`config.mk`:
```
export PLATFORM = sky130hd
export DESIGN_NAME = data_move_instruction_decoder
export DESIGN_NICKNAME = d
export VERILOG_FILES = /design/src/rtl/dm_pkg.sv /design/src/rtl/bank_address_resolver.sv /design/src/rtl/data_move_instruction_decoder.sv
export SDC_FILE = /design/constraint.sdc
export NUM_CORES = 1
export LEC_CHECK = 0
export BUFFER_PORTS_ARGS = -buffer_cell sky130_fd_sc_hd__buf_2
export CAP_MARGIN = 40
export CORE_MARGIN = 2
export CORE_UTILIZATION = 50
export CTS_CLUSTER_SIZE = 24
export DETAILED_ROUTE_END_ITERATION = 16
export PLACE_DENSITY = 0.76
export SYNTH_ARGS = -nofsm -noshare
export SYNTH_HDL_FRONTEND = slang
export SYNTH_SLANG_ARGS = --single-unit
```
`constraint.sdc`:
```
create_clock -name ref_clk -period 2.45 [get_ports ref_clk]
set_clock_uncertainty 0.2 [all_clocks]
set_input_delay 0.49 -clock ref_clk [delete_from_list [all_inputs] [get_ports ref_clk]]
set_output_delay 0.49 -clock ref_clk [all_outputs]
set_load 0.05 [all_outputs]
```
`src/rtl/dm_pkg.sv`:
```
package dm_pkg;

   // Opcode fields of the data-movement instructions.
   localparam logic [7:0]  OPC_LIT_W      = 8'h0e;
   localparam logic [7:0]  OPC_LIT_BANK   = 8'h01;
   localparam logic [6:0]  OPC_STORE_W    = 7'h37;
   localparam logic [3:0]  OPC_FF_SRC     = 4'hc;
   localparam logic [3:0]  OPC_FF_DST     = 4'hf;

   // Field positions inside the 16-bit instruction word.
   localparam int          ACCESS_BIT_POS = 8;
   localparam int          FILE_MSB       = 7;
   localparam int          FULL_ADDR_MSB  = 11;

   // Address formation constants.
   localparam logic [7:0]  INDEXED_LIMIT  = 8'h5f;
   localparam logic [7:0]  ACCESS_SPLIT   = 8'h80;
   localparam logic [3:0]  ACCESS_LOW_PG  = 4'h0;
   localparam logic [3:0]  ACCESS_HIGH_PG = 4'hf;
   localparam logic [3:0]  BANK_UPPER_RST = 4'h0;

   // Reset values and the four phases of one instruction cycle.
   localparam logic [7:0]  WORKING_RST    = 8'h00;
   localparam logic [7:0]  BANK_RST       = 8'h00;
   localparam logic [1:0]  PH_DECODE      = 2'h0;
   localparam logic [1:0]  PH_READ        = 2'h1;
   localparam logic [1:0]  PH_PROCESS     = 2'h2;
   localparam logic [1:0]  PH_WRITE       = 2'h3;

   typedef enum logic [2:0]
   {
      OP_NONE,
      OP_LIT_W,
      OP_LIT_BANK,
      OP_STORE_W,
      OP_FF_SRC,
      OP_FF_DST
   } op_e;

   // Data memory request as seen by the memory.
   typedef struct packed
   {
      logic [11:0] addr;
      logic [7:0]  wdata;
      logic        we;
      logic        re;
   } mem_req_s;

endpackage

```
`src/rtl/bank_address_resolver.sv`:
```
`timescale 1ns/1ps
`default_nettype none
module bank_address_resolver
(
   // Operand fields.
   input  wire logic [7:0]  file_addr,
   input  wire logic        access_sel,
   // Addressing context.
   input  wire logic        ext_set,
   input  wire logic [3:0]  bank_low,
   input  wire logic [11:0] index_base,
   // Resolved address.
   output logic      [11:0] data_addr,
   output logic             indexed
);
   import dm_pkg::*;

   // Pick one of the three addressing forms of a file-register operand.
   always_comb
   begin
      indexed = ext_set && !access_sel && (file_addr <= INDEXED_LIMIT);
      if (indexed)
      begin
         data_addr = index_base + {4'h0, file_addr};
      end
      else if (access_sel)
      begin
         data_addr = {bank_low, file_addr};
      end
      else if (file_addr < ACCESS_SPLIT)
      begin
         data_addr = {ACCESS_LOW_PG, file_addr};
      end
      else
      begin
         data_addr = {ACCESS_HIGH_PG, file_addr};
      end
   end
endmodule
`default_nettype wire

```
`src/rtl/data_move_instruction_decoder.sv`:
```
// What this block does
// - Literal load copies the 8-bit immediate unchanged into the working register.
// - Store opcode is decoded and the working register written to the file register.
// - The store's 8-bit file address reaches any byte of one 256-byte bank.
// - Access selector zero resolves the address inside the fixed access bank.
// - Access selector one uses the bank select register to pick the bank.
// - Extended set, selector zero, address up to 95: indexed literal offset mode.
// - Bank literal load writes the bank select register for later instructions.
// - Two-word move takes full 12-bit source and destination addresses.
`timescale 1ns/1ps
`default_nettype none
module data_move_instruction_decoder
#(
   parameter logic [11:0] WORKING_ADDR = 12'hfff
)
(
   // Clock, reset and enable.
   input  wire logic              ref_clk,
   input  wire logic              nrst,
   input  wire logic              ce,
   // Instruction fetch.
   input  wire logic              instr_valid,
   input  wire logic [15:0]       instr,
   // Addressing context.
   input  wire logic              ext_set,
   input  wire logic [11:0]       index_base,
   // Data memory.
   output dm_pkg::mem_req_s       mem_req,
   input  wire logic [7:0]        mem_rdata,
   // Core state.
   output logic      [7:0]        working_reg,
   output logic      [7:0]        bank_select_register,
   output logic      [1:0]        phase,
   output logic                   instr_done
);
   import dm_pkg::*;

   typedef struct packed
   {
      logic [1:0]  phase;
      op_e         op;
      logic [15:0] ir;
      logic        ext;
      logic [11:0] idx;
      logic [7:0]  data;
      logic        ff_pending;
      logic [7:0]  w;
      logic [7:0]  bank_sel;
      mem_req_s    mem;
      logic        done;
   } state_s;

   state_s     st_q;
   state_s     st_d;
   logic       rst_meta_q;
   logic       rst_sync_q;
   logic [11:0] res_addr;
   logic       res_indexed;

   // Reset is released through two flops so every state flop leaves reset on one edge.
   always_ff @(posedge ref_clk or negedge nrst)
   begin
      if (!nrst)
      begin
         rst_meta_q <= 1'b0;
         rst_sync_q <= 1'b0;
      end
      else
      begin
         rst_meta_q <= 1'b1;
         rst_sync_q <= rst_meta_q;
      end
   end

   // Operand address of the single-word store.
   bank_address_resolver u_resolver
   (
      .file_addr  (st_q.ir[FILE_MSB:0]),
      .access_sel (st_q.ir[ACCESS_BIT_POS]),
      .ext_set    (st_q.ext),
      .bank_low   (st_q.bank_sel[3:0]),
      .index_base (st_q.idx),
      .data_addr  (res_addr),
      .indexed    (res_indexed)
   );

   // One pass through the four phases per instruction word; strobes last one phase.
   always_comb
   begin
      st_d = st_q;
      st_d.phase = st_q.phase + 2'h1;
      st_d.mem.we = 1'b0;
      st_d.mem.re = 1'b0;
      st_d.done = 1'b0;
      case (st_q.phase)
         PH_DECODE:
         begin
            st_d.op = OP_NONE;
            st_d.ext = ext_set;
            st_d.idx = index_base;
            if (instr_valid)
            begin
               st_d.ir = instr;
               if (st_q.ff_pending)
               begin
                  // A missing second word abandons the move instead of writing garbage.
                  st_d.ff_pending = 1'b0;
                  if (instr[15:12] == OPC_FF_DST)
                  begin
                     st_d.op = OP_FF_DST;
                  end
               end
               else if (instr[15:8] == OPC_LIT_W)
               begin
                  st_d.op = OP_LIT_W;
               end
               else if (instr[15:8] == OPC_LIT_BANK)
               begin
                  st_d.op = OP_LIT_BANK;
               end
               else if (instr[15:9] == OPC_STORE_W)
               begin
                  st_d.op = OP_STORE_W;
               end
               else if (instr[15:12] == OPC_FF_SRC)
               begin
                  st_d.op = OP_FF_SRC;
               end
            end
         end
         PH_READ:
         begin
            // The working register is not in memory here, so a read of it is skipped.
            if (st_q.op == OP_FF_SRC && st_q.ir[FULL_ADDR_MSB:0] != WORKING_ADDR)
            begin
               st_d.mem.re = 1'b1;
               st_d.mem.addr = st_q.ir[FULL_ADDR_MSB:0];
            end
         end
         PH_PROCESS:
         begin
            case (st_q.op)
               OP_FF_SRC:
               begin
                  st_d.data = st_q.mem.re ? mem_rdata : st_q.w;
                  st_d.ff_pending = 1'b1;
               end
               OP_STORE_W:
               begin
                  st_d.mem.we = 1'b1;
                  st_d.mem.addr = res_addr;
                  st_d.mem.wdata = st_q.w;
               end
               OP_FF_DST:
               begin
                  if (st_q.ir[FULL_ADDR_MSB:0] != WORKING_ADDR)
                  begin
                     st_d.mem.we = 1'b1;
                     st_d.mem.addr = st_q.ir[FULL_ADDR_MSB:0];
                     st_d.mem.wdata = st_q.data;
                  end
               end
               default:
               begin
                  st_d.data = st_q.data;
               end
            endcase
         end
         PH_WRITE:
         begin
            st_d.done = (st_q.op != OP_NONE) && (st_q.op != OP_FF_SRC);
            case (st_q.op)
               OP_LIT_W:
               begin
                  st_d.w = st_q.ir[7:0];
               end
               OP_LIT_BANK:
               begin
                  st_d.bank_sel = {BANK_UPPER_RST, st_q.ir[3:0]};
               end
               OP_FF_DST:
               begin
                  if (st_q.ir[FULL_ADDR_MSB:0] == WORKING_ADDR)
                  begin
                     st_d.w = st_q.data;
                  end
               end
               default:
               begin
                  st_d.w = st_q.w;
               end
            endcase
         end
         default:
         begin
            st_d.phase = PH_DECODE;
         end
      endcase
   end

   // All block state, frozen while the enable is low.
   always_ff @(posedge ref_clk or negedge rst_sync_q)
   begin
      if (!rst_sync_q)
      begin
         st_q <= '{phase: PH_DECODE, op: OP_NONE, w: WORKING_RST, bank_sel: BANK_RST, default: '0};
      end
      else if (ce)
      begin
         st_q <= st_d;
      end
   end

   // Outputs straight from the state flops.
   assign mem_req              = st_q.mem;
   assign working_reg          = st_q.w;
   assign bank_select_register = st_q.bank_sel;
   assign phase                = st_q.phase;
   assign instr_done           = st_q.done;
endmodule
`default_nettype wire

```
; ---- Yosys cells after proc, flatten, opt, wreduce, memory -nomap -nowiden
; Cells that the tools add are included.
[word_totals]
regBits = 80
latch_bits = 0
ram_bits = 0
rom_bits = 0
input_bits = 41
output_inout_bits = 41
wordCells = 86
memories = 0
[classes]
n_addsub = 2
multipliers = 0
div_mod_pow = 0
n_lt_le_gt_ge = 2
eq_ne = 23
shifts = 0
n_mux = 24
bitwise = 0
reduce_logical = 19
[ops]
columns = op, count
row1 = 12-bit two-way mux, 4
row2 = 21-bit one-hot mux with 2 select lines, 1
row3 = 12-bit one-hot mux with 2 select lines, 1
row4 = 21-bit two-way mux, 1
row5 = 19-bit two-way mux, 1
row6 = 3-bit two-way mux, 6
row7 = 8-bit two-way mux, 2
row8 = 8-bit one-hot mux with 2 select lines, 1
row9 = 12-bit by 8-bit adder with 12-bit output, 1
row10 = 12-bit equality test (second input constant), 1
row11 = 12-bit inequality test (second input constant), 1
row12 = 4-bit AND reduction, 3
row13 = 2-bit inequality test (second input constant), 5
row14 = 3-bit AND reduction, 3
row15 = 4-bit equality test (second input constant), 2
row16 = 8-bit by 1-bit equality test with 1-bit output (second input constant), 1
row17 = 8-bit by 4-bit equality test with 1-bit output (second input constant), 1
row18 = 8-bit by 7-bit <= comparator with 1-bit output (second input constant), 1
row19 = 8-bit < comparator (second input constant), 1
row20 = 2-bit nonzero test, 4
row21 = 7-bit by 6-bit equality test with 1-bit output (second input constant), 1
row22 = 3-bit by 2-bit equality test with 1-bit output (second input constant), 2
row23 = 3-bit equality test (second input constant), 2
row24 = 1-bit two-way mux, 6
row25 = 13 further kinds, 18

; ---- Depth between registers and ports, before layout
; Gate-level depths: netlist of run 1.
[depth]
depth_word = 7
mapped_depth = 10
mapped_depth_nobuf = 8

; ---- Hierarchy
; From an unflattened synthesis of run 1, not the netlist that was laid out.
[unflattened]
cells_unflattened = 441
hier_area_um2 = 4450.5
[by_module_without_submodules]
columns = mod, instances, cells_per_inst, area_each_um2, seq_area_each_um2
row1 = data_move_instruction_decoder, 1, 348, 3844.9, 1901.8
row2 = bank_address_resolver, 1, 93, 605.6, 0.0

; ---- Worst setup path after synthesis of run 1
; OpenSTA, ideal clock, no wires.
[synth_timing]
path_kind = reg2reg
start = reg st_q[61] (netlist bit)
end = reg st_q (netlist bit mem_req[16])
setup_ns = 0.126
arrival_time_ns = 2.060
t_required_ns = 2.124
slack_ns = 0.064
stages_incl_launch_ff = 8
n_path_buf = 0
synth_period_minus_slack_ns = 2.386
path_cell_list = dfrtp_1 > ha_1 > fa_1 > a21o_1 > a221oi_1 > xor2_1 > nor3_1 > a221o_1
[synth_between]
elab_chain_len = 5
elab_cells_between_ends = 11
cone_classes = add/sub (1) / order compare (1) / eq/ne (3) / mux (3) / reduce/logical (3)
[synth_rtl]
columns = item, line_no
row1 = from (decl), data_move_instruction_decoder.sv:53  ; state_s st_q;
row2 = from (signal assigned), data_move_instruction_decoder.sv:210  ; st_q <= st_d;
row3 = "parallel branches: the longest is 5 deep, another holds 12-bit by 8-bit adder with 12-bit output", -
; Several ways; the timed one is not identified.
; A chain may end at the register's enable or synchronous reset.

; ---- Worst setup path after layout of run 1
[layout_timing]
start = reg st_q[65] (netlist bit)
end = reg st_q (netlist bit mem_req[20])
[layout_between]
elab_chain_len = 6
elab_cells_between_ends = 14
cone_classes = add/sub (1) / order compare (2) / eq/ne (3) / mux (5) / reduce/logical (3)
[layout_rtl]
columns = item, line_no
row1 = 8-bit < comparator, bank_address_resolver.sv:30  ; else if (file_addr < ACCESS_SPLIT)
row2 = 12-bit two-way mux, bank_address_resolver.sv:30
row3 = 12-bit two-way mux, bank_address_resolver.sv:26  ; else if (access_sel)
row4 = 12-bit two-way mux, bank_address_resolver.sv:22  ; if (indexed)
row5 = 21-bit one-hot mux with 2 select lines, data_move_instruction_decoder.sv:142  ; case (st_q.op)
row6 = 12-bit one-hot mux with 2 select lines, data_move_instruction_decoder.sv:95  ; case (st_q.phase)
; Parallel ways exist; a longest one is shown, timed or not.

==> out/results.tsv, run 1 <==
stage	metric	value	unit
clock_network	count of H-tree levels built during CTS	3	
run_status	outcome	complete, no violations	
die	Vert. Die Dim	96.6	um
global_routing	largest net degree at the start of global routing	75	
flow_run	maxcap violations	0	
power_and_ir_drop	Switching Power	0.00246	W
placed_design	Routability Congestion	0.876	
power_and_ir_drop	proportion of total power due to net switching	0.433	
power_and_ir_drop	PwrDens	1170	nW/um2
critical_path	critical path buffer and inverter count	1	
clock_network	clock-pin slew of the registers on the worst-case setup and hold paths	0.08	ns
power_and_ir_drop	total leakage power	2.29	nW
drt	number of DRC violations after detailed routing	0	
clock_network	total clock buffers created by CTS	9	
clock_network	maximum buffer depth of the clock tree	2	
synthesis	post-synthesis register bit count	76	
finish	filler-free cell count of the finished design	579	
finish	ANT cells	0	
synthesis	post-synth cell types	51	
placed_design	detailed placement HPWL	7110	um
critical_path	cells along the critical path	ha_1 -> and3_1 -> a221oi_2 -> buf_4 -> or4_1 -> a31oi_1 -> nor3_1 -> nor2_1	
clock_network	TritonCTS clock tree	done	
finish	number of fill cells in the layout	716	
critical_path	peak per-stage delay on the critical path	0.46	ns
synthesis	most numerous cell types in the synthesized netlist	dfrtp_1 (76), buf_4 (42), mux2_2 (36), nand2_1 (32), mux2i_1 (20)	
critical_path	stages on the worst setup path	8	
drt	post-detailed-route via-to-cell ratio	5.74	
die	die area	9330	um2
global_routing	initial antenna violation count	0	
sta	post-route clock period utilization	0.961	
finish	share of final-layout standard cells stronger than drive strength 1	0.344	
global_routing	GRT Residual Overflow	0	
critical_path	CP Class	reg -> reg	
critical_path	arrival time of data at the critical path endpoint	2.44	ns
die	io pins	82	
sta	number of hold-slack violations in the final timing report	0	
finish	flip-flop count of the largest register after layout	37	
die	initial cell density of the core	0.519	
critical_path	largest fanout on the critical path	6	
synthesis	most frequently used flop master after synthesis	dfrtp_1	
drt	Routed Antenna Nets	0	
sta	upper clock frequency limit	0.425	GHz
placed_design	post-placement cell count	561	
placed_design	number of buffer cells added on primary ports	77	
sta	Worst slew margin	0.508	
clock_network	# clock sinks	76	
synthesis	biggest area consumer among synthesized cells	dfrtp_1	
synthesis	number of standard cells after synthesis	412	
sta	actual slew at the worst max-slew pin	0.736	ns
drt	total length of routed wires	9830	um
finish	layout net count	523	
synthesis	share of synthesized area occupied by flip-flops and latches	0.444	
global_routing	Tot GR Track Use	0.219	
critical_path	cell family with the largest share of critical-path delay	simple AND/OR/NAND/NOR gates	
synthesis	number of enable flip-flop cells after synthesis	0	
synthesis	post-synthesis average cell area	10.4	um2
synthesis	fraction of synthesized cell area taken by the top area cell type	0.444	
critical_path	slowest library cell on the worst path	dfrtp_1	
global_routing	first-pass GRT wire length	15300	um
critical_path	Data required, critical path	2.53	ns
finish	relative area change from synthesis to final layout	13.3	%
synthesis	most instantiated library cell after synthesis	dfrtp_1	
sta	pins over their slew limit	0	
drt	total via count after detailed routing	3323	
sta	post-route minimum period	2.36	ns
critical_path	kind of end point of the critical path	flop	
clock_network	clock latency reported for the late side of the worst-skew pair	0.35	ns
synthesis	Syn Std Cell Area	4290	um2
synthesis	Post-synth ARST share	1.00	
die	Rows	33	
synthesis	number of synthesis warnings	0	
global_routing	vias in the first global route	3067	
min_path	type of the most critical hold path	reg -> async	
critical_path	R2R cell count	8	
power_and_ir_drop	combinational share of power	0.493	
finish	core occupancy in the finished layout	0.588	
power_and_ir_drop	worst IR drop on VDD	0.000653	V
drt	1st-iter DRT viols	133	
power_and_ir_drop	Cell Int Power	0.00322	W
drt	iteration count of the initial detailed-routing pass	4	
die	die extent in x	96.6	um
drt	wire length per cell after detailed routing	17.0	um
clock_network	master cell of the clock root buffer	clkbuf_8	
sta	setup violation total in the final timing report	0	
die	core footprint	8260	um2
power_and_ir_drop	clock share of power	0.165	
synthesis	largest cells by area after synthesis	dfrtp_1 (44%), mux2_2 (9.5%), buf_4 (7.4%), mux2i_1 (4.7%), ha_1 (3.5%)	
power_and_ir_drop	sequential cell fraction of total power	0.343	
critical_path	Startpoint Class	flop	
==> path summary, 6_finish.rpt <==
kind	slack, ns	end	from
min	0.09	st_q[45]	rst_sync_q
max reg2reg	0.09	mem_req[20]	st_q[65]
max	0.09	mem_req[20]	st_q[65]
min reg2reg	0.09	st_q[45]	rst_sync_q
min in group ref_clk	0.16	rst_sync_q	rst_meta_q
max in group asynchronous	1.65	bank_select_register[0]	rst_sync_q
==> layout by cell type, fill, tap and decap left out, types with 3 or more instances in the layout <==
cell type	instances
mux2i_1	20
o21ai_0	18
clkinv_2	4
a221o_1	8
nor2b_1	6
mux2_2	36
dfrtp_1	75
o21ai_1	7
a21o_1	5
buf_4	22
and3_1	3
nand2b_1	3
nand2_1	32
xnor2_1	4
nor3_1	15
a22o_1	9
nor2_1	12
inv_1	10
ha_1	11
o31ai_1	3
buf_2	77
nand3_1	10
xor2_1	4
conb_1	5
nand4_1	4
or3_1	3
clkbuf_8	9
a21oi_1	18
==> power groups by stage <==
stage	registers (W)	logic (W)	clock network, W
after floorplan	0.00186	0.00211	0
after global placement	0.00193	0.00255	0
after detailed placement	0.00196	0.00263	0
after CTS	0.00194	0.00266	0.000956
after global routing	0.00199	0.00305	0.00100
final	0.00195	0.00280	0.000936
==> timing repair <==
item / 4_1_cts / 5_1_grt
hold buffers: 1 / 0
gates resized for setup: 0 / 10
setup buffers: 0 / 1
hold endpoints to repair: 2 / 0
setup endpoints to repair: 0 / 11
==> worst reg2reg max path: stages, from the launching register on <==
cell and delay (ns):
dfrtp_1 0.46, ha_1 0.43, and3_1 0.23, a221oi_2 0.06, buf_4 0.15, or4_1 0.40, a31oi_1 0.21, nor3_1 0.07
nor2_1 0.09
==> layer usage <==
metal / global-route usage / up-vias / share of wire
met5: 0 / - / 0
li1: - / 1561 / -
met2: 0.340 / 131 / 0.48
met3: 0.0365 / 23 / 0.056
met4: 0.108 / 0 / 0.024
met1: 0.297 / 1608 / 0.44
==> cells by family (layout without fill, tap and decap cells) <==
kind of cell / Yosys count / in the layout / share of synthesized area
flops: 76 / 76 / 0.444
mux: 56 / 56 / 0.141
other cells: 2 / 5 / 0.00175
simple gates: 100 / 100 / 0.117
buf+inv: 69 / 128 / 0.101
xor+xnor: 8 / 8 / 0.0163
fa+ha+maj: 13 / 13 / 0.0397
compound gates: 88 / 88 / 0.138
==> layout make-up <==
| cell class | count | area [um2] | share of cell area |
|---|---|---|---|
| Clock buffer | 9 | 124 | 0.0255 |
| Clock inverter | 7 | 67.6 | 0.0139 |
| Inverter | 10 | 37.5 | 0.00773 |
| Multi-Input combinational cell | 270 | 1990 | 0.410 |
| Sequential cell | 76 | 1900 | 0.392 |
| Tap cell | 105 | 131 | 0.0271 |
| Timing Repair Buffer | 102 | 601 | 0.124 |
==> through the flow <==
step                instance area [um2]  total power, W  setup WS, ns  TNS [ns]  hold slack, ns
floorplan                          4300         0.00398        0.0644         0        -0.00559
global placement                   4620         0.00448        0.0779         0          0.0755
detailed placement                 4620         0.00459       0.00702         0          0.0782
CTS                                4820         0.00555      0.000419         0           0.118
global route                       4850         0.00604      -0.00944   -0.0113           0.142
finish                             4850         0.00568        0.0947         0          0.0940
No activity file was read; power rests on OpenSTA's default activity.
==> inputs of run 2 (changes only) <==
--- a/config.mk
+++ b/config.mk
@@ -5,13 +5,12 @@
 export SDC_FILE = /design/constraint.sdc
 export NUM_CORES = 1
 export LEC_CHECK = 0
-export BUFFER_PORTS_ARGS = -buffer_cell sky130_fd_sc_hd__buf_2
 export CAP_MARGIN = 40
 export CORE_MARGIN = 2
-export CORE_UTILIZATION = 50
+export CORE_UTILIZATION = 31
 export CTS_CLUSTER_SIZE = 24
 export DETAILED_ROUTE_END_ITERATION = 16
-export PLACE_DENSITY = 0.76
+export DONT_BUFFER_PORTS = 1
 export SYNTH_ARGS = -nofsm -noshare
 export SYNTH_HDL_FRONTEND = slang
 export SYNTH_SLANG_ARGS = --single-unit
==> out/results.tsv, run 2 (synthesis gave the netlist of run 1 again) <==
stage	metric	value	unit
drt	Detail Route met3 WL	840	um
critical_path	R2R Path End	mem_req[20]	
sta	post-route clock period utilization	0.962	
finish	flip-flop count of the largest register after layout	37	
critical_path	CP Class	reg -> reg	
critical_path	dominant cell type by count on the critical path	buf_4	
die	initial cell density of the core	0.321	
sta	post-route minimum period	2.36	ns
clock_network	clock latency reported for the late side of the worst-skew pair	0.33	ns
critical_path	Data required, critical path	2.52	ns
critical_path	largest fanout on the critical path	5	
finish	share of final-layout standard cells stronger than drive strength 1	0.242	
die	die extent in x	122	um
drt	top metal layer carrying routed signals	met5	
sta	worst hold slack	0.0376	ns
critical_path	stages on the worst setup path	9	
die	Rows	42	
drt	Routed Antenna Nets	0	
clock_network	TritonCTS clock tree	done	
drt	total routed wire length on the met1 layer	4660	um
clock_network	total clock buffers created by CTS	9	
clock_network	maximum buffer depth of the clock tree	2	
critical_path	peak per-stage delay on the critical path	0.46	ns
sta	unrepaired setup endpoints after global routing	yes	
die	core footprint	13300	um2
min_path	type of the most critical hold path	in -> reg	
placed_design	post-placement cell count	563	
run_status	outcome	complete, no violations	
die	Vert. Die Dim	122	um
global_routing	vias in the first global route	3062	
drt	Routed met2 length	4980	um
die	die area	14800	um2
critical_path	arrival time of data at the critical path endpoint	2.42	ns
drt	post-detailed-route via-to-cell ratio	5.15	
power_and_ir_drop	total leakage power	2.04	nW
critical_path	r2r setup slk	0.09	ns
critical_path	R2R cell count	9	
critical_path	kind of end point of the critical path	flop	
finish	number of fill cells in the layout	1364	
sta	setup violation total in the final timing report	0	
sta	upper clock frequency limit	0.424	GHz
drt	total via count after detailed routing	2995	
die	io pins	82	
global_routing	largest net degree at the start of global routing	47	
sta	pins over their slew limit	0	
drt	wire length per cell after detailed routing	18.2	um
sta	actual slew at the worst max-slew pin	0.713	ns
critical_path	worst r2r src	st_q[64]	
global_routing	Tot GR Track Use	0.150	
critical_path	destination of the critical timing path	mem_req[20]	
drt	iteration count of the initial detailed-routing pass	4	
placed_design	detailed placement HPWL	8040	um
power_and_ir_drop	PwrDens	1300	nW/um2
clock_network	master cell of the clock root buffer	clkbuf_16	
placed_design	Routability Congestion	0.815	
critical_path	cell family with the largest share of critical-path delay	simple AND/OR/NAND/NOR gates	
global_routing	GRT Residual Overflow	0	
clock_network	count of H-tree levels built during CTS	3	
placed_design	number of buffer cells added on primary ports	0	
flow_run	maxcap violations	0	
clock_network	# clock sinks	76	
critical_path	critical path buffer and inverter count	2	
finish	relative area change from synthesis to final layout	11.9	%
critical_path	startpoint of the worst setup timing path	st_q[64]	
finish	filler-free cell count of the finished design	582	
drt	1st-iter DRT viols	150	
finish	leading cell types in the layout, fill and taps excluded	dfrtp_1 (73), mux2_2 (36), nand2_1 (32), buf_4 (30), mux2i_1 (20)	
finish	commonest non-fill, non-tap cell in the layout	dfrtp_1	
critical_path	Startpoint Class	flop	
sta	number of hold-slack violations in the final timing report	0	
global_routing	initial antenna violation count	2	
sta	Worst slew margin	0.523	
critical_path	slowest library cell on the worst path	dfrtp_1	
finish	layout net count	454	
finish	core occupancy in the finished layout	0.359	
drt	total length of routed wires	10600	um
power_and_ir_drop	worst IR drop on VDD	0.000424	V
drt	number of DRC violations after detailed routing	0	
clock_network	clock-pin slew of the registers on the worst-case setup and hold paths	0.06	ns
global_routing	first-pass GRT wire length	16800	um
critical_path	cells along the critical path	ha_4 -> and3_1 -> a221oi_2 -> buf_4 -> buf_4 -> or4_1 -> a31oi_1 -> nor3_1 -> nor2_1	
[run 2: cell types whose count changed in the layout (fill, tap and decap cells not counted), moves of 2 or more]
cell       previous run  this run
clkbuf_16             0         9
ha_1                 11         7
clkinv_2              4         0
buf_2                77         0
clkbuf_8              9         0
inv_6                 0         3
ha_4                  0         4
dfrtp_1              75        73
buf_4                22        30
[run 2: layer usage]
metal | up-vias | GRT usage
met4 | 2 | 0.0409
met1 | 1481 | 0.193
li1 | 1428 | -
met2 | 74 | 0.236
met3 | 10 | 0.0585
met5 | - | 0
[run 2: worst min path at each step]
stage | from | to | slack [ns] | cells after the start
2_1_floorplan | nrst | rst_meta_q | -0.006 | 0
3_3_place_gp | nrst | rst_meta_q | -0.005 | 0
3_5_place_dp | nrst | rst_meta_q | -0.006 | 0
4_1_cts | ce | phase[0] | 0.03 | 1
5_1_grt | ce | phase[0] | 0.04 | 1
6_report | ce | phase[0] | 0.04 | 1
[run 2: cell type report]
| class | instances | area, um2 | share of cell area |
|---|---|---|---|
| Sequential cell | 76 | 1910 | 0.398 |
| Clock inverter | 7 | 106 | 0.0222 |
| Multi-Input combinational cell | 270 | 2030 | 0.423 |
| Clock buffer | 9 | 225 | 0.0469 |
| Tap cell | 176 | 220 | 0.0459 |
| Inverter | 10 | 37.5 | 0.00782 |
| Timing Repair Buffer | 33 | 267 | 0.0556 |
| Antenna cell | 1 | 2.50 | 0.000522 |
[run 2: timing repair]
item                                    4_1_cts  5_1_grt
hold buffers                                  1        0
endpoints found under the setup margin        0        7
gates resized for setup                       0       15
setup buffers                                 0        1
hold endpoints to repair                      2        0
[run 2: per-stage QoR]
stage	setup slack [ns]	instance area, um2	TNS (ns)	power (W)
floorplan	0.0644	4300	0	0.00398
finish	0.0921	4800	0	0.00623
global placement	0.0547	4370	0	0.00448
detailed placement	0.0382	4370	0	0.00454
global route	-0.00371	4790	-0.00371	0.00664
CTS	0.0114	4710	0	0.00605
[run 2: power by group]
part           switching [W]  internal [W]
sequential          0.000765       0.00160
combinational        0.00120       0.00120
clock               0.000562      0.000912
total                0.00252       0.00370
